$ cat src/core/spi_front_pkg.sv
// Constants shared by the serial slave front end and its helpers.
// Assumes a single system clock domain into which all pins are synchronised.
`default_nettype none

package spi_front_pkg;

   localparam int unsigned WORD_BITS  = 16;
   localparam int unsigned FRAME_MIN  = 16;
   localparam int unsigned MOD_STEP   = 8;
   localparam int unsigned CNT_W      = 5;
   localparam int unsigned SYNC_BITS  = 3;

   localparam logic [CNT_W-1:0]     CNT_RST   = 5'h00;
   localparam logic [CNT_W-1:0]     CNT_FULL  = 5'h10;
   localparam logic [CNT_W-1:0]     CNT_WRAP  = 5'h17;
   localparam logic [CNT_W-1:0]     CNT_ONE   = 5'h01;

   localparam int unsigned          SYNC_CS   = 2;
   localparam int unsigned          SYNC_SCLK = 1;
   localparam int unsigned          SYNC_SI   = 0;
   localparam logic [SYNC_BITS-1:0] SYNC_RST  = 3'h4;

   localparam logic [WORD_BITS-1:0] SHIFT_RST = 16'h0000;

   typedef enum logic [1:0] {
      ST_IDLE,
      ST_XFER,
      ST_BLOCKED
   } link_state_t;

endpackage : spi_front_pkg

`default_nettype wire

$ cat src/core/spi_core_if.sv
// Internal carrier between the front end, its pin synchroniser and its frame counter.
// Assumes all members live in the system clock domain.
`default_nettype none

interface spi_core_if;
   logic cs_n_s;
   logic sclk_s;
   logic si_s;
   logic start;
   logic sample;
   logic frame_ok;

   modport sync_mp (output cs_n_s, output sclk_s, output si_s);
   modport cnt_mp  (input start, input sample, output frame_ok);
   modport top_mp  (input cs_n_s, input sclk_s, input si_s, input frame_ok, output start, output sample);
endinterface : spi_core_if

`default_nettype wire

$ cat src/core/spi_pin_sync.sv
// Two flip-flop synchroniser for chip select, serial clock and serial input.
// Assumes the pins are asynchronous to the system clock.
`default_nettype none

module spi_pin_sync
   import spi_front_pkg::*;
(
   // Clock and reset.
   input  wire logic                 i_clk,
   input  wire logic                 i_rst_n,
   // Raw pins.
   input  wire logic [SYNC_BITS-1:0] i_raw,
   // Synchronised levels.
   spi_core_if.sync_mp               sync
);

   wire logic [SYNC_BITS-1:0] stab;

   // Each pin owns its flip-flops, so no register is written by more than one process.
   genvar g;
   generate
      for (g = 0; g < SYNC_BITS; g++) begin : g_sync
         logic meta_q;
         logic stab_q;
         always_ff @(posedge i_clk or negedge i_rst_n) begin
            if (!i_rst_n) begin
               meta_q <= SYNC_RST[g];
               stab_q <= SYNC_RST[g];
            end else begin
               meta_q <= i_raw[g];
               stab_q <= meta_q;
            end
         end
         assign stab[g] = stab_q;
      end
   endgenerate

   assign sync.cs_n_s = stab[SYNC_CS];
   assign sync.sclk_s = stab[SYNC_SCLK];
   assign sync.si_s   = stab[SYNC_SI];

endmodule : spi_pin_sync

`default_nettype wire

$ cat src/core/spi_frame_counter.sv
// Modulo 8/16 counter of sampling edges within one access.
// Assumes start and sample are single-cycle strobes from the front end.
`default_nettype none

module spi_frame_counter
   import spi_front_pkg::*;
(
   // Clock and reset.
   input  wire logic   i_clk,
   input  wire logic   i_rst_n,
   // Strobes in, verdict out.
   spi_core_if.cnt_mp  cnt
);

   logic [CNT_W-1:0] cnt_q;
   logic [CNT_W-1:0] cnt_d;
   logic             at_wrap;

   // After sixteen pulses the count cycles through 16..23, so 16 marks a whole frame.
   assign at_wrap = (cnt_q == CNT_WRAP);
   assign cnt_d   = cnt.start ? CNT_RST :
                    !cnt.sample ? cnt_q :
                    at_wrap ? CNT_FULL : cnt_q + CNT_ONE;
   assign cnt.frame_ok = (cnt_q == CNT_FULL);

   always_ff @(posedge i_clk or negedge i_rst_n) begin
      if (!i_rst_n) begin
         cnt_q <= CNT_RST;
      end else begin
         cnt_q <= cnt_d;
      end
   end

   property p_wrap;
      @(posedge i_clk) disable iff (!i_rst_n)
      (cnt.sample && !cnt.start && at_wrap) |=> (cnt_q == CNT_FULL);
   endproperty
   a_wrap: assert property (p_wrap) else $error("count did not wrap to sixteen");

   property p_restart;
      @(posedge i_clk) disable iff (!i_rst_n)
      cnt.start |=> (cnt_q == CNT_RST) && !cnt.frame_ok;
   endproperty
   a_restart: assert property (p_restart) else $error("count not cleared at access start");

endmodule : spi_frame_counter

`default_nettype wire

$ cat src/core/spi_slave_front.sv
// Sixteen-bit serial slave front end with daisy-chain frame checking.
// Assumes pins arrive asynchronously and are sampled by the system clock.
// Notes on behaviour
// - Chip select falling starts access, restarts count.
// - Serial input captured on serial clock falling.
// - Serial output changes on serial clock rising.
// - Accept sixteen plus multiple-of-eight pulses only.
// - Bad count sets error flag, discards command.
// - Chip select high: ignore inputs, output floats.
// - Data moves only while chip select low.
// - Chip select falling loads response into shifter.
// - Output starts as error flag OR input.
// - Sleep keeps output floating, no transfer.
// - Valid frame commits shifter at chip select rising.
// - Full duplex: receive and transmit together.
// - Most significant bit first, both directions.
// - One shift register: bit in, bit out.
`default_nettype none

module spi_slave_front
   import spi_front_pkg::*;
(
   // Clock and reset.
   input  wire logic                 I_SYS_CLK,
   input  wire logic                 I_RST_N,
   // Serial pins.
   input  wire logic                 I_CHIP_SELECT_N,
   input  wire logic                 I_SCLK,
   input  wire logic                 I_SI,
   output logic                      O_SO,
   output logic                      O_SO_OE,
   // Device side.
   input  wire logic                 I_SLEEP,
   input  wire logic [WORD_BITS-1:0] I_RESP_DATA,
   output logic [WORD_BITS-1:0]      O_CMD_DATA,
   output logic                      O_CMD_VALID,
   output logic                      O_TRANSMISSION_ERROR_FLAG
);

   spi_core_if core ();

   logic                 cs_prev_q;
   logic                 sclk_prev_q;
   link_state_t          state_q;
   link_state_t          state_d;
   logic [WORD_BITS-1:0] shift_q;
   logic [WORD_BITS-1:0] shift_d;
   logic                 so_q;
   logic                 so_d;
   logic                 lead_q;
   logic                 ter_q;
   logic                 ter_d;
   logic [WORD_BITS-1:0] cmd_q;
   logic                 cmd_valid_q;
   logic                 sclk_bad_q;

   logic cs_fall;
   logic cs_rise;
   logic sclk_fall;
   logic sclk_rise;
   logic in_xfer;
   logic commit;
   logic reject;
   logic sclk_high_at_cs;

   // The transfer state is tested in several places, so its decode lives in one function.
   function automatic logic is_xfer(input link_state_t s);
      return (s == ST_XFER);
   endfunction : is_xfer

   spi_pin_sync u_sync (
      .i_clk   (I_SYS_CLK),
      .i_rst_n (I_RST_N),
      .i_raw   ({I_CHIP_SELECT_N, I_SCLK, I_SI}),
      .sync    (core.sync_mp)
   );

   spi_frame_counter u_count (
      .i_clk   (I_SYS_CLK),
      .i_rst_n (I_RST_N),
      .cnt     (core.cnt_mp)
   );

   // Edges are found on synchronised levels only, so the serial clock must stay well below the system rate.
   assign cs_fall   = cs_prev_q && !core.cs_n_s;
   assign cs_rise   = !cs_prev_q && core.cs_n_s;
   assign in_xfer   = is_xfer(state_q) && !core.cs_n_s;
   assign sclk_fall = in_xfer && sclk_prev_q && !core.sclk_s;
   assign sclk_rise = in_xfer && !sclk_prev_q && core.sclk_s;

   // A select edge with the clock high makes the access suspect, so it is rejected.
   assign sclk_high_at_cs = (cs_fall || cs_rise) && core.sclk_s;
   assign commit = cs_rise && is_xfer(state_q) && core.frame_ok && !sclk_bad_q && !sclk_high_at_cs;
   assign reject = cs_rise && is_xfer(state_q) && !commit;

   assign core.start  = cs_fall;
   assign core.sample = sclk_fall;

   // Sleep is looked at only as an access starts, so raising it mid-access changes nothing.
   always_comb begin
      state_d = state_q;
      case (state_q)
         ST_IDLE: begin
            if (cs_fall) begin
               state_d = I_SLEEP ? ST_BLOCKED : ST_XFER;
            end
         end
         ST_XFER, ST_BLOCKED: begin
            if (cs_rise) begin
               state_d = ST_IDLE;
            end
         end
         default: begin
            state_d = ST_IDLE;
         end
      endcase
   end

   // One register both receives and transmits, so only the last sixteen bits survive a long frame.
   assign shift_d = (cs_fall && !I_SLEEP) ? I_RESP_DATA :
                    sclk_fall ? {shift_q[WORD_BITS-2:0], core.si_s} :
                    shift_q;

   assign so_d = (cs_fall || (in_xfer && lead_q)) ? (ter_q | core.si_s) :
                 sclk_rise ? shift_q[WORD_BITS-1] :
                 so_q;

   // Setting wins over clearing, so a failed access is never hidden.
   assign ter_d = reject ? 1'b1 : commit ? 1'b0 : ter_q;

   always_ff @(posedge I_SYS_CLK or negedge I_RST_N) begin
      if (!I_RST_N) begin
         cs_prev_q   <= 1'b1;
         sclk_prev_q <= 1'b0;
         state_q     <= ST_IDLE;
      end else begin
         cs_prev_q   <= core.cs_n_s;
         sclk_prev_q <= core.sclk_s;
         state_q     <= state_d;
      end
   end

   always_ff @(posedge I_SYS_CLK or negedge I_RST_N) begin
      if (!I_RST_N) begin
         shift_q <= SHIFT_RST;
         so_q    <= 1'b0;
         ter_q   <= 1'b0;
      end else begin
         shift_q <= shift_d;
         so_q    <= so_d;
         ter_q   <= ter_d;
      end
   end

   always_ff @(posedge I_SYS_CLK or negedge I_RST_N) begin
      if (!I_RST_N) begin
         lead_q <= 1'b0;
      end else if (cs_fall) begin
         lead_q <= 1'b1;
      end else if (sclk_rise || cs_rise) begin
         lead_q <= 1'b0;
      end
   end

   // A clock-high start is only judged when the access ends, so its level is kept until then.
   always_ff @(posedge I_SYS_CLK or negedge I_RST_N) begin
      if (!I_RST_N) begin
         sclk_bad_q <= 1'b0;
      end else if (cs_fall) begin
         sclk_bad_q <= sclk_high_at_cs;
      end
   end

   always_ff @(posedge I_SYS_CLK or negedge I_RST_N) begin
      if (!I_RST_N) begin
         cmd_q       <= SHIFT_RST;
         cmd_valid_q <= 1'b0;
      end else begin
         cmd_valid_q <= commit;
         if (commit) begin
            cmd_q <= shift_q;
         end
      end
   end

   assign O_SO                      = so_q;
   assign O_SO_OE                   = is_xfer(state_q) && !cs_prev_q;
   assign O_CMD_DATA                = cmd_q;
   assign O_CMD_VALID               = cmd_valid_q;
   assign O_TRANSMISSION_ERROR_FLAG = ter_q;

   property p_load_on_fall;
      @(posedge I_SYS_CLK) disable iff (!I_RST_N)
      (cs_fall && !I_SLEEP) |=> (shift_q == $past(I_RESP_DATA)) && (state_q == ST_XFER);
   endproperty
   a_load_on_fall: assert property (p_load_on_fall) else $error("response not loaded at select fall");

   property p_first_bit;
      @(posedge I_SYS_CLK) disable iff (!I_RST_N)
      (cs_fall && !I_SLEEP) |=> (so_q == ($past(ter_q) | $past(core.si_s))) ##1 O_SO_OE;
   endproperty
   a_first_bit: assert property (p_first_bit) else $error("first output bit is not error OR input");

   property p_sleep_float;
      @(posedge I_SYS_CLK) disable iff (!I_RST_N)
      (cs_fall && I_SLEEP) |=> (!O_SO_OE && !sclk_fall) throughout (!cs_rise [*2]);
   endproperty
   a_sleep_float: assert property (p_sleep_float) else $error("output driven during sleep");

   property p_idle_float;
      @(posedge I_SYS_CLK) disable iff (!I_RST_N)
      (core.cs_n_s && cs_prev_q) |-> !O_SO_OE && !sclk_fall && !sclk_rise && !is_xfer(state_q);
   endproperty
   a_idle_float: assert property (p_idle_float) else $error("activity while deselected");

   property p_shift_in;
      @(posedge I_SYS_CLK) disable iff (!I_RST_N)
      (sclk_fall && !cs_fall) |=> (shift_q[0] == $past(core.si_s)) && (shift_q[WORD_BITS-1] == $past(shift_q[WORD_BITS-2]));
   endproperty
   a_shift_in: assert property (p_shift_in) else $error("sample edge did not shift input in");

   property p_shift_out;
      @(posedge I_SYS_CLK) disable iff (!I_RST_N)
      (sclk_rise && !lead_q) |=> (so_q == $past(shift_q[WORD_BITS-1]));
   endproperty
   a_shift_out: assert property (p_shift_out) else $error("output did not change on rising clock");

   property p_commit;
      @(posedge I_SYS_CLK) disable iff (!I_RST_N)
      commit |=> O_CMD_VALID && (O_CMD_DATA == $past(shift_q)) ##1 !O_CMD_VALID;
   endproperty
   a_commit: assert property (p_commit) else $error("valid frame not committed");

   property p_reject;
      @(posedge I_SYS_CLK) disable iff (!I_RST_N)
      (cs_rise && (state_q == ST_XFER) && !core.frame_ok) |=> O_TRANSMISSION_ERROR_FLAG && !O_CMD_VALID;
   endproperty
   a_reject: assert property (p_reject) else $error("bad frame length not flagged");

   property p_no_stray_commit;
      @(posedge I_SYS_CLK) disable iff (!I_RST_N)
      $rose(O_CMD_VALID) |-> $past(cs_rise) && $past(core.frame_ok);
   endproperty
   a_no_stray_commit: assert property (p_no_stray_commit) else $error("commit without valid frame end");

   property p_lead_bit;
      @(posedge I_SYS_CLK) disable iff (!I_RST_N)
      (in_xfer && lead_q) |=> (so_q == ($past(ter_q) | $past(core.si_s)));
   endproperty
   a_lead_bit: assert property (p_lead_bit) else $error("leading output is not error OR input");

   property p_oe_drop;
      @(posedge I_SYS_CLK) disable iff (!I_RST_N)
      (cs_rise && is_xfer(state_q)) |=> !O_SO_OE && (state_q == ST_IDLE);
   endproperty
   a_oe_drop: assert property (p_oe_drop) else $error("output still driven after select rise");

   property p_hold_idle;
      @(posedge I_SYS_CLK) disable iff (!I_RST_N)
      (!is_xfer(state_q) && !cs_fall) |=> (shift_q == $past(shift_q));
   endproperty
   a_hold_idle: assert property (p_hold_idle) else $error("shifter moved outside a transfer");

   property p_cmd_hold;
      @(posedge I_SYS_CLK) disable iff (!I_RST_N)
      !commit |=> (O_CMD_DATA == $past(O_CMD_DATA)) && !O_CMD_VALID;
   endproperty
   a_cmd_hold: assert property (p_cmd_hold) else $error("command changed without commit");

   // A refused start must end like a bad count: flag raised, nothing committed.
   property p_bad_edge;
      @(posedge I_SYS_CLK) disable iff (!I_RST_N)
      (cs_rise && is_xfer(state_q) && (sclk_bad_q || sclk_high_at_cs)) |=> O_TRANSMISSION_ERROR_FLAG && !O_CMD_VALID;
   endproperty
   a_bad_edge: assert property (p_bad_edge) else $error("clock high at select edge not refused");

   property p_blocked_quiet;
      @(posedge I_SYS_CLK) disable iff (!I_RST_N)
      (state_q == ST_BLOCKED) |-> !core.sample && !sclk_rise && !O_SO_OE;
   endproperty
   a_blocked_quiet: assert property (p_blocked_quiet) else $error("transfer activity during sleep");

endmodule : spi_slave_front

`default_nettype wire

$ cat config.mk
export PLATFORM = sky130hd
export DESIGN_NAME = spi_slave_front
export DESIGN_NICKNAME = d
export VERILOG_FILES = /design/src/core/spi_front_pkg.sv /design/src/core/spi_core_if.sv /design/src/core/spi_pin_sync.sv /design/src/core/spi_frame_counter.sv /design/src/core/spi_slave_front.sv
export SDC_FILE = /design/constraint.sdc
export NUM_CORES = 1
export LEC_CHECK = 0
export BUFFER_PORTS_ARGS = -buffer_cell sky130_fd_sc_hd__buf_2
export CORE_ASPECT_RATIO = 0.9
export CORE_UTILIZATION = 30
export DETAILED_ROUTE_END_ITERATION = 8
export PLACE_DENSITY = 0.53
export SYNTH_ARGS = -nofsm -noshare
export SYNTH_HDL_FRONTEND = slang
export SYNTH_HIERARCHICAL = 1
export SYNTH_SLANG_ARGS = --single-unit
$ cat constraint.sdc
create_clock -name I_SYS_CLK -period 3.23 [get_ports I_SYS_CLK]
set_input_delay 0.1615 -clock I_SYS_CLK [delete_from_list [all_inputs] [get_ports I_SYS_CLK]]
set_output_delay 0.1615 -clock I_SYS_CLK [all_outputs]
set_load 0.005 [all_outputs]
# == Yosys cells after proc, flatten, opt, wreduce, memory -nomap -nowiden ==
# Cells that the tools add are included.
# totals
out_inout_bits,20
reg_bits,52
elab_cells,75
# classes
mux,15
bitwise,1
reduce_logical,35
n_eq_ne,6
addsub,1
# op_table
cell,n
16-bit 2-to-1 mux,2
1-bit logical AND,16
5-bit 2-to-1 mux,3
5-bit == test (second input constant),2
2-bit nonzero test,5
1-bit logical NOT,8
1-bit 2-to-1 mux,6
2-bit 2-to-1 mux,3
5-bit by 1-bit adder with 5-bit output (second input constant),1
2-bit inequality test (second input constant),2
2-bit case mux with 2 select lines,1
1-bit logical OR,3
2-bit by 1-bit == test with 1-bit output (second input constant),1
2-bit == test (second input constant),1
2-bit logical NOT,1
2-bit AND reduction,1
2-bit OR reduction,1
1-bit OR,1

# == Depth between registers and ports, before layout ==
# Gate-level depths: netlist of run 1.
# depth
ltp_word,9
ltp_mapped,8
depth_no_buf,6

# == Cells and area by module ==
# The synthesis of run 1 kept the hierarchy.
# modules_own_cells
module,cells_each,n_inst,area_each_um2
spi_slave_front,142,1,1800.5
spi_frame_counter,27,1,306.5
spi_pin_sync,6,1,152.6

# == Least setup slack after synthesis of run 1 ==
# Ideal clock, no wire load.
# synth_path
path_type,register to register
from,"register u_sync.g_sync[2].stab_q, in the netlist u_sync/sync.cs_n_s"
to,"register cmd_q[0], in the netlist O_CMD_DATA[0]"
setup_slack_ns,1.368
stages_incl_launch_ff,7
n_path_buf,1
setup_time_ns,0.125
arrival_time_ns,1.738
required_time_ns,3.105
cell_sequence,dfstp_2 > inv_1 > ha_1 > and2b_1 > nor2_4 > buf_6 > mux2_2
# synth_between
elab_chain_cells,6
# synth_rtl
item,line_no,rtl
"start, declared",spi_pin_sync.sv:24,logic stab_q;
"start signal, assigned",spi_pin_sync.sv:28,stab_q <= SYNC_RST[g];
"start signal, assigned",spi_pin_sync.sv:31,stab_q <= meta_q;
1-bit logical NOT,spi_slave_front.sv:85,assign cs_fall = cs_prev_q && !core.cs_n_s;
1-bit logical AND,spi_slave_front.sv:85,
1-bit logical OR,spi_slave_front.sv:92,assign sclk_high_at_cs = (cs_fall || cs_rise) && core.sclk_s;
1-bit logical AND,spi_slave_front.sv:92,
1-bit logical NOT,spi_slave_front.sv:93,assign commit = cs_rise && is_xfer(state_q) && core.frame_ok && !sclk_bad_q && !sclk_high_at_cs;
1-bit logical AND (*),spi_slave_front.sv:93,
via commit,spi_slave_front.sv:62,logic commit;
"end signal, assigned",spi_slave_front.sv:181,cmd_q <= shift_q;
"end, declared",spi_slave_front.sv:53,logic [WORD_BITS-1:0] cmd_q;
# Mark *: on every way through the listed nets, which the timed path passes. The rest lies on a longest branch.
# A chain may end at the register's enable or synchronous reset.

# == Worst setup path after layout of run 1 ==
# layout_path
from,register state_q[1]
to,register u_count.cnt_q[3]
# layout_between
elab_chain_cells,5
# layout_rtl
item,line_no,rtl
"start, declared",spi_slave_front.sv:44,link_state_t state_q;
"start signal, assigned",spi_slave_front.sv:139,state_q <= state_d;
2-bit by 1-bit == test with 1-bit output,spi_slave_front.sv:68,return (s == ST_XFER);
1-bit logical AND,spi_slave_front.sv:87,assign in_xfer = is_xfer(state_q) && !core.cs_n_s;
1-bit logical AND (2 in a row),spi_slave_front.sv:88,assign sclk_fall = in_xfer && sclk_prev_q && !core.sclk_s;
2-bit nonzero test (no line),n/a,
"end signal, assigned",spi_frame_counter.sv:30,cnt_q <= cnt_d;
"end, declared",spi_frame_counter.sv:15,logic [CNT_W-1:0] cnt_q;
# Every way passes these cells.

==> results.py, run 1 <==
metrics = {
    "synthesis": {
        "synthDistinctLibCells": 33,
        "synth_common_cells": "49 x dfrtp_1, 20 x mux2i_1, 20 x nor2_1",
        "synth_cells": 175,
        "synth_top_cell_by_area": "dfrtp_1",
        "yosysSeqAreaShare_pct": 57.8,
        "synth_edf_count": 0,
        "syn_avg_cell_area_um2": 12.9,
        "yosysWarnings": 6,
        "ys.flop_type": "dfrtp_1",
        "syn_area_mm2": 0.00226,
        "ys_ff_latch": 52,
        "synth_nets": 203,
        "yosysMostFrequentCell": "dfrtp_1",
        "synthArstFlopShare_pct": 100,
        "synth_area_leaders": "dfrtp_1 54%, mux2i_1 8.9%, mux2_2 8.5%",
        "synth.top_cell.area_share_pct": 54.3,
    },
    "power_and_ir_drop": {
        "seq_power_share_pct": 57.6,
        "peakVddDrop_mv": 0.198,
        "internal_power_w": 0.00102,
        "power_frac_clock_pct": 26.9,
        "leakage_nw": 1.27,
        "power_frac_comb_pct": 15.4,
        "switching_share_pct": 27.3,
        "switchingPower_w": 0.000383,
        "p_per_area_mw_per_mm2": 527,
    },
    "outcome": {
        "outcome": "finished, violations left",
        "violations": "hold timing",
    },
    "setup_path": {
        "crit_required_ps": 3410,
        "path_class": "flip-flop to flip-flop",
        "end_kind": "flip-flop",
        "worst-path-max-fanout": 12,
        "start_kind": "flip-flop",
        "cp.arrival_ps": 2300,
    },
    "placement": {
        "dpl.hpwl_um": 2830,
        "place_ws_ps": 1080,
        "port_buffers": 41,
        "place_congestion": 0.721,
    },
    "clock_tree": {
        "clockRootBuffer": "clkbuf_8",
        "cts_buffers": 5,
        "clk_pin_slew_ps": 90,
        "clk_latency_ps": 300,
        "clock-sinks": 52,
        "cts_tree": "done",
        "clockBufferDepth": 2,
        "htreeDepth": 2,
    },
    "drt": {
        "drtIter0Drc": 96,
        "ant_nets": 0,
        "firstDrtPassIters": 4,
        "drc": 0,
        "routed_wl_um": 4250,
        "vias": 1422,
        "wl_per_cell_um": 13.5,
        "drt-vias-per-instance": 4.51,
    },
    "global_routing": {
        "grt-ovfl-total": 0,
        "grt-busiest-layer": "met1",
        "grtUsageMet1_pct": 17.3,
        "antenna_found_initial": 0,
        "grtUsageMet2_pct": 15.7,
        "grtUsageTotal_pct": 11.4,
        "grtUsageMet3_pct": 3.08,
        "grt_pass1_wl_um": 6930,
        "grt_pass1_vias": 1406,
        "grt_max_degree": 41,
    },
    "die": {
        "start_util_pct": 31.5,
        "core_area_mm2": 0.00718,
        "die-area_mm2": 0.00788,
        "die_x_um": 93.5,
        "io_pins": 42,
        "die_h_um": 84.3,
        "core.rowCount": 29,
    },
    "job": {
        "maxCapViolations": 0,
    },
    "sta": {
        "finalHoldViolCount": 36,
        "max_slew_margin_pct": 40.3,
        "skew_ps": 8.89,
        "clock.fmax_ghz": 0.472,
        "period_share_pct": 65.6,
        "whs_ps": -17.3,
        "fin_crit_ps": 2120,
        "tns_ps": 0,
        "rsz0062_at_grt": "false",
        "finalSetupViolCount": 0,
        "slew_viol_final": 0,
        "timing.final.ws_setup_ps": 1110,
        "worst_pin_slew_ps": 896,
    },
    "finish": {
        "n_fill_cell": 739,
        "antenna_cells": 0,
        "drive_above_1_share_pct": 33.8,
        "areaGrowthSynthToFinish_pct": 17.7,
        "final_nets": 249,
    },
    "worst_hold_path": {
        "min_path_type": "input port to asynchronous set/reset pin",
    },
}
cells by family after synthesis:
logic type	Yosys count	share of synthesized area [%]
mux	38	18.0
xor+xnor	1	0.388
simple gates	37	9.52
flops	52	57.8
buf+inv	14	3.93
compound gates	27	7.09
fa+ha+maj	6	3.32
path summary, 6_finish.rpt:
kind	slack [ps]	cells after the start	to	startpoint
worst min register to register	360	0	u_sync/sync.sclk_s	u_sync/g_sync[1].meta_q
worst max-delay path	1110	6	u_count/cnt_q[3]	state_q[1]
worst max register to register	1110	6	u_count/cnt_q[3]	state_q[1]
min in group I_SYS_CLK	110	3	shift_q[2]	I_RESP_DATA[2]
worst min-delay path	-20	1	lead_q	I_RST_N
max in group asynchronous	2540	2	shift_q[10]	I_RST_N
what timing repair did:
action,CTS,global route
gates resized for setup,0,0
endpoints found under the hold margin,3,0
setup buffers,0,0
hold buffers,3,0
endpoints found under the setup margin,0,0
cells in the final DEF, fill, tap and decap left out, drive strengths merged:
cell type / n
dfrtp: 49
or2b: 1
o21bai: 1
inv: 6
mux2: 18
buf: 44
nand4b: 1
clkinv: 2
nor2b: 3
a31oi: 1
nand2: 1
and4bb: 4
a211oi: 1
a211o: 1
nor2: 21
dlygate4sd3: 3
nand3b: 1
xnor2: 1
a22o: 2
ha: 6
a21oi: 18
and2b: 1
clkbuf: 6
dfstp: 3
a21bo: 1
mux2i: 20
nand4: 2
o22ai: 2
nand2b: 2
power by group through the flow:
| stage | combinational (W) | sequential, W | clock, W |
|---|---|---|---|
| final | 0.000216 | 0.000808 | 0.000378 |
| after detailed placement | 0.000217 | 0.000821 | 0 |
| after floorplan | 0.000153 | 0.000797 | 0 |
| after global placement | 0.000209 | 0.000825 | 0 |
| after global routing | 0.000251 | 0.000821 | 0.000423 |
| after CTS | 0.000220 | 0.000810 | 0.000398 |
layout make-up:
type                    count  area, um^2  area share, %
flip-flops and latches     52        1310           49.1
multi-input cells         109         866           32.5
repair buffers             47         258           9.69
well taps                  93         116           4.37
clock buffers               6        82.6           3.10
inverters                   6        22.5          0.847
clock inverters             2        10.0          0.376
per-layer routing:
metal  wire [um]  share of wire (%)  up-vias
met4          40               0.94        0
met5           0                  0        -
met1        2230                 52      684
met3         209                4.9        5
li1            -                  -      697
met2        1770                 42       36
through the flow:
step                utilization (%)  hold WS, ps  instances  power (W)  instance area (um^2)
floorplan                         -         -134        175   0.000950                  2260
global route                   37.0         65.5        315    0.00150                  2660
detailed placement             35.3          270        304    0.00104                  2540
CTS                            37.0         12.5        315    0.00143                  2660
finish                         37.0        -17.3        315    0.00140                  2660
global placement               35.3          272        304    0.00103                  2540
sequential cells by signal, summed over array words and instances (netlist names), 2 cells and up:
register              count
state_q                   2
shift_q                  16
u_sync/g_sync.meta_q      3
O_CMD_DATA               16
u_count/cnt_q             5
worst max-delay path, stage by stage, from the launching register on:
cell and delay, ps:
dfrtp_1 380, inv_1 90, ha_1 230, and4bb_1 670
buf_4 330, nand4_1 160, mux2i_1 150
No activity file was read; power rests on OpenSTA's default activity.
==> run 2: changes to the inputs <==
clock period = 2.1 ns   (was 3.23 ns; I/O delays follow)
==> run 2 against run 1 <==
Compared with the run above: hold slack improved by 70 ps; non-clock buffer count increased by 4; power increased by 53%; the run now ends clean; final cell count increased by 1.3%; first-iteration DRC count decreased by 58%; sequential share of layout area decreased by 1.2 points; clock skew decreased by 5.4 ps; die area unchanged; fmax increased by 15%.
==> results.py, run 2 (synthesis gave the netlist of run 1 again) <==
metrics = {
    "outcome": {
        "outcome": "complete, no violations",
    },
    "clock_tree": {
        "htreeDepth": 2,
        "cts_setup_buffers": 0,
        "clk_latency_ps": 290,
        "clockRootBuffer": "clkbuf_8",
        "clock-sinks": 52,
        "cts_buffers": 5,
        "ctsResizeCount": 0,
        "cts_tree": "done",
        "clk_pin_slew_ps": 90,
        "clockBufferDepth": 2,
    },
    "die": {
        "die_h_um": 84.3,
        "core.rowCount": 29,
        "start_util_pct": 31.5,
        "die-area_mm2": 0.00788,
        "core_area_mm2": 0.00718,
        "io_pins": 42,
        "die_x_um": 93.5,
    },
    "power_and_ir_drop": {
        "internal_power_w": 0.00158,
        "peakVddDrop_mv": 0.291,
        "p_per_area_mw_per_mm2": 789,
        "power_frac_comb_pct": 15.7,
        "switchingPower_w": 0.000571,
        "seq_power_share_pct": 57.7,
        "power.total_w": 0.00215,
        "power_frac_clock_pct": 26.5,
        "switching_share_pct": 26.5,
        "leakage_nw": 1.29,
    },
    "setup_path": {
        "worstSetupEndpoint": "O_CMD_DATA[1]",
        "r2r_slack_ps": 250,
        "worst-path-max-fanout": 18,
        "worstRegToRegCells": 6,
        "path_class": "flip-flop to flip-flop",
        "worstReg2RegEnd": "O_CMD_DATA[1]",
        "start_kind": "flip-flop",
        "cp.arrival_ps": 2030,
        "critPathLaunch": "u_sync/sync.cs_n_s",
        "end_kind": "flip-flop",
        "reg2reg_from": "u_sync/sync.cs_n_s",
        "crit_required_ps": 2280,
    },
    "sta": {
        "clock.fmax_ghz": 0.542,
        "slew_viol_final": 0,
        "finalSetupViolCount": 0,
        "rsz0062_at_grt": "false",
        "tns_ps": 0,
        "fin_crit_ps": 1850,
        "period_share_pct": 87.9,
        "skew_ps": 3.47,
        "worst_pin_slew_ps": 599,
        "finalHoldViolCount": 0,
        "max_slew_margin_pct": 60.0,
    },
    "worst_hold_path": {
        "min_path_type": "input port to flip-flop",
        "worstHoldPathCells": 3,
    },
    "drt": {
        "routed_wl_um": 4190,
        "firstDrtPassIters": 4,
        "drc": 0,
        "drt-vias-per-instance": 4.55,
        "ant_nets": 0,
        "drtIter0Drc": 40,
        "vias": 1452,
        "wl_per_cell_um": 13.1,
    },
    "finish": {
        "mostFrequentLayoutCell": "dfrtp_1",
        "layout_common_cells": "49 x dfrtp_1, 41 x buf_2, 20 x mux2i_1, 20 x nor2_1, 18 x a21oi_1",
        "drive_above_1_share_pct": 33.6,
        "final_nets": 253,
        "antenna_cells": 0,
        "areaGrowthSynthToFinish_pct": 20.7,
    },
    "placement": {
        "dpl.hpwl_um": 2990,
        "port_buffers": 41,
        "place_congestion": 0.739,
    },
    "global_routing": {
        "grt-ovfl-total": 0,
        "grt_max_degree": 28,
        "grt_pass1_wl_um": 7250,
        "grt_pass1_vias": 1460,
        "antenna_found_initial": 0,
        "grtUsageTotal_pct": 12.0,
    },
    "job": {
        "maxCapViolations": 0,
    },
}
## run 2: power by group through the flow
| stage | combinational (W) | clock, W | sequential (W) |
|---|---|---|---|
| 4_1_cts | 0.000350 | 0.000599 | 0.00125 |
| 6_report | 0.000339 | 0.000571 | 0.00124 |
| 3_3_place_gp | 0.000331 | 0 | 0.00126 |
| 5_1_grt | 0.000388 | 0.000647 | 0.00127 |
| 2_1_floorplan | 0.000235 | 0 | 0.00123 |
| 3_5_place_dp | 0.000345 | 0 | 0.00126 |
## run 2: cell type report
type / count / area, um^2
timing repair buffer: 51 / 328
fill: 742 / 4460
sequential: 52 / 1310
tap: 93 / 116
multi-input combinational: 109 / 866
clock buffer: 8 / 90.1
inverter: 6 / 22.5
## run 2: worst min-delay path by stage
stage	to	startpoint	slack (ps)
floorplan	O_CMD_DATA[0]	I_RST_N	-190
global placement	u_sync/g_sync[1].meta_q	I_RST_N	160
detailed placement	u_sync/g_sync[1].meta_q	I_RST_N	150
CTS	shift_q[6]	I_RESP_DATA[6]	50
global route	shift_q[13]	I_RESP_DATA[13]	60
finish	shift_q[8]	I_RESP_DATA[8]	50
## run 2: critical path: stages, from the launching register on
cell and delay [ps]:
dfstp_2 570, inv_1 60, ha_1 260, and2b_1 210
nor2_4 130, buf_12 170, mux2_2 340
## run 2: timing repair
| item | in CTS | in global routing |
|---|---|---|
| setup endpoints to repair | 0 | 0 |
| hold buffers | 4 | 0 |
| endpoints found under the hold margin | 28 | 0 |
## run 2: through the flow
| step | setup slack (ps) | instance area (um^2) | utilization, % | std cells | hold slack [ps] |
|---|---|---|---|---|---|
| CTS | 242 | 2730 | 38.0 | 319 | 45.1 |
| global placement | 291 | 2600 | 36.2 | 307 | 155 |
| detailed placement | 252 | 2600 | 36.2 | 307 | 151 |
| finish | 254 | 2730 | 38.0 | 319 | 52.9 |
| global route | 151 | 2730 | 38.0 | 319 | 62.3 |
| floorplan | 238 | 2260 | - | 175 | -191 |
## run 2: routing by layer
layer  up-vias  GRT usage (%)  part of all wire, %
li1        710              -                    -
met1       708           16.7                   49
met2        32           18.4                   45
met3         2           3.62                  5.3
met4         0           2.94                 0.38
met5         -              0                    0
==> run 3: changes to the inputs <==
ABC_AREA = 1   (was not set)
==> run 3 against run 2 <==
Compared with the run above: via count rose by 33%; global-route usage increased by 1.6 points; non-clock buffer count is the same; flip-flop and latch count unchanged; power is 12% higher; combinational power rose by 41%; clock power is 6.3% higher; wire length rose by 21%; critical endpoint is now shift_q[1]; largest power group unchanged.
==> results.py, run 3 <==
metrics = {
    "outcome": {
        "outcome": "complete, no violations",
    },
    "setup_path": {
        "end_kind": "flip-flop",
        "critPathSlowestCell": "dfstp_2",
        "crit_required_ps": 2310,
        "path_class": "flip-flop to flip-flop",
        "crit_top_cell": "nand2_1",
        "start_kind": "flip-flop",
        "r2r_slack_ps": 290,
        "path_cells": "inv_1 > ha_1 > nand2_2 > clkinv_1 > nand2_1 > nand2_1 > nand2_1 > nand2_1",
        "slowest_delay_ps": 570,
        "worstRegToRegCells": 8,
        "reg2reg_from": "u_sync/sync.cs_n_s",
        "worstReg2RegEnd": "shift_q[1]",
        "cp.arrival_ps": 2020,
        "worst-path-max-fanout": 17,
    },
    "clock_tree": {
        "ctsResizeCount": 0,
        "cts_hold_buf": 4,
        "cts_setup_buffers": 0,
        "cts_buffers": 5,
        "clk_latency_ps": 320,
        "cts_tree": "done",
        "htreeDepth": 2,
        "clk_pin_slew_ps": 110,
        "clock-sinks": 52,
        "clockBufferDepth": 2,
        "clockRootBuffer": "clkbuf_8",
    },
    "power_and_ir_drop": {
        "switchingPower_w": 0.000785,
        "internal_power_w": 0.00162,
        "power.total_w": 0.00240,
        "peakVddDrop_mv": 0.322,
        "seq_power_share_pct": 54.8,
        "p_per_area_mw_per_mm2": 838,
        "leakage_nw": 1.62,
        "switching_share_pct": 32.6,
        "power_frac_comb_pct": 19.9,
        "power_frac_clock_pct": 25.2,
    },
    "drt": {
        "ant_nets": 0,
        "wl_per_cell_um": 11.6,
        "drtIter0Drc": 134,
        "firstDrtPassIters": 6,
        "vias": 1938,
        "drt-vias-per-instance": 4.43,
        "routed_wl_um": 5070,
        "drc": 0,
    },
    "finish": {
        "drive_above_1_share_pct": 19.9,
        "final_nets": 368,
        "areaGrowthSynthToFinish_pct": 18.9,
        "mostFrequentLayoutCell": "nand2_1",
        "postLayoutCoreUtil_pct": 37.5,
        "antenna_cells": 0,
        "layout_common_cells": "139 x nand2_1, 49 x dfrtp_1, 41 x buf_2, 40 x nand3_1, 18 x inv_1",
        "n_fill_cell": 846,
    },
    "worst_hold_path": {
        "worstHoldEndpoint": "shift_q[7]",
        "worstHoldPathCells": 5,
        "min_path_type": "input port to flip-flop",
        "hold_start": "I_RESP_DATA[7]",
    },
    "sta": {
        "skew_ps": 10.9,
        "period_share_pct": 86.3,
        "finalHoldViolCount": 0,
        "finalSetupViolCount": 0,
        "slew_viol_final": 0,
        "clock.fmax_ghz": 0.552,
        "rsz0062_at_grt": "false",
        "max_slew_margin_pct": 61.7,
        "tns_ps": 0,
        "worst_pin_slew_ps": 574,
        "fin_crit_ps": 1810,
    },
    "die": {
        "die_x_um": 96.5,
        "io_pins": 42,
        "core_area_mm2": 0.00766,
        "die-area_mm2": 0.00841,
        "die_h_um": 87.1,
        "core.rowCount": 30,
        "start_util_pct": 31.5,
    },
    "global_routing": {
        "grtUsageTotal_pct": 13.6,
        "grt_pass1_vias": 1796,
        "antenna_found_initial": 0,
        "grt-ovfl-total": 0,
        "grt_pass1_wl_um": 8670,
        "grt_max_degree": 30,
    },
    "synthesis": {
        "synthArstFlopShare_pct": 100,
        "synth_edf_count": 0,
        "synth_cells": 292,
        "synth_common_cells": "139 x nand2_1, 49 x dfrtp_1, 40 x nand3_1",
        "synth_top_cell_by_area": "dfrtp_1",
        "ys.flop_type": "dfrtp_1",
        "yosysMostFrequentCell": "nand2_1",
        "yosysSeqAreaShare_pct": 54.1,
        "synth_area_leaders": "dfrtp_1 51%, nand2_1 22%, nand3_1 8.3%",
        "synth_nets": 320,
        "yosysWarnings": 6,
        "ys_ff_latch": 52,
        "syn_avg_cell_area_um2": 8.27,
        "synthDistinctLibCells": 27,
        "syn_area_mm2": 0.00241,
        "synth.top_cell.area_share_pct": 50.8,
    },
    "placement": {
        "port_buffers": 41,
        "place_congestion": 0.835,
        "dpl.hpwl_um": 3770,
    },
    "job": {
        "maxCapViolations": 0,
    },
}
==> run 3: cell types whose count changed after synthesis, sizes merged, moves of 3 or more <==
cell	before	now
mux2i	20	0
inv	6	19
nand3	0	41
mux2	18	0
nand2	1	143
nor2	21	9
and4bb	4	0
buf	5	9
a21oi	18	3
nor2b	3	0
==> run 3: layer usage <==
metal	global-route usage, %	wire length (um)
met1	21.0	2650
met3	3.66	302
met2	18.7	2120
met5	0	0
met4	3.21	0
==> run 3: cell families after synthesis <==
group,count (synthesis),share of synthesized area [%]
AND/OR/NAND/NOR,198,35.7
flip-flops,52,54.1
buffers and inverters,30,5.75
AO/OA/AOI/OAI,6,1.35
adder cells (fa/ha/maj),6,3.11
==> run 3: area by class of cell <==
class	count	area [um^2]	share of cell area, %
inverter	20	75.1	2.62
clock buffer	5	68.8	2.40
tap	96	120	4.19
sequential	52	1310	45.5
clock inverter	3	27.5	0.959
multi-input combinational	210	970	33.8
timing repair buffer	51	303	10.6
==> run 3: metrics by stage <==
stage,instance area [um^2],setup WS (ps),hold slack (ps),std cells
after floorplan,2410,412,-191,292
after global placement,2730,355,136,425
after detailed placement,2730,310,139,425
after CTS,2870,279,66.8,437
after global routing,2870,86.7,87.3,437
final,2870,288,72.0,437
==> run 3: worst max-delay path by stage <==
| stage | from | endpoint | slack (ps) | cells after the start |
|---|---|---|---|---|
| floorplan | state_q[1] | u_count/cnt_q[4] | 410 | 12 |
| global placement | u_sync/sync.cs_n_s | shift_q[5] | 360 | 8 |
| detailed placement | u_sync/sync.cs_n_s | shift_q[1] | 310 | 8 |
| CTS | u_sync/sync.cs_n_s | shift_q[3] | 280 | 8 |
| global route | u_sync/sync.cs_n_s | shift_q[5] | 90 | 8 |
| finish | u_sync/sync.cs_n_s | shift_q[1] | 290 | 8 |
==> run 3: power by group through the flow <==
stage / registers (W) / logic (W) / clock network (W)
floorplan: 0.00128 / 0.000354 / 0
global placement: 0.00133 / 0.000469 / 0
detailed placement: 0.00134 / 0.000479 / 0
CTS: 0.00132 / 0.000489 / 0.000634
global route: 0.00134 / 0.000580 / 0.000689
finish: 0.00132 / 0.000479 / 0.000607
==> run 3: worst max-delay path, delay by kind of cell (launching register included) <==
kind	cells	cell delay, ps
AND/OR/NAND/NOR	5	450
adder cells (fa/ha/maj)	1	240
flip-flops	1	570
buffers and inverters	2	440
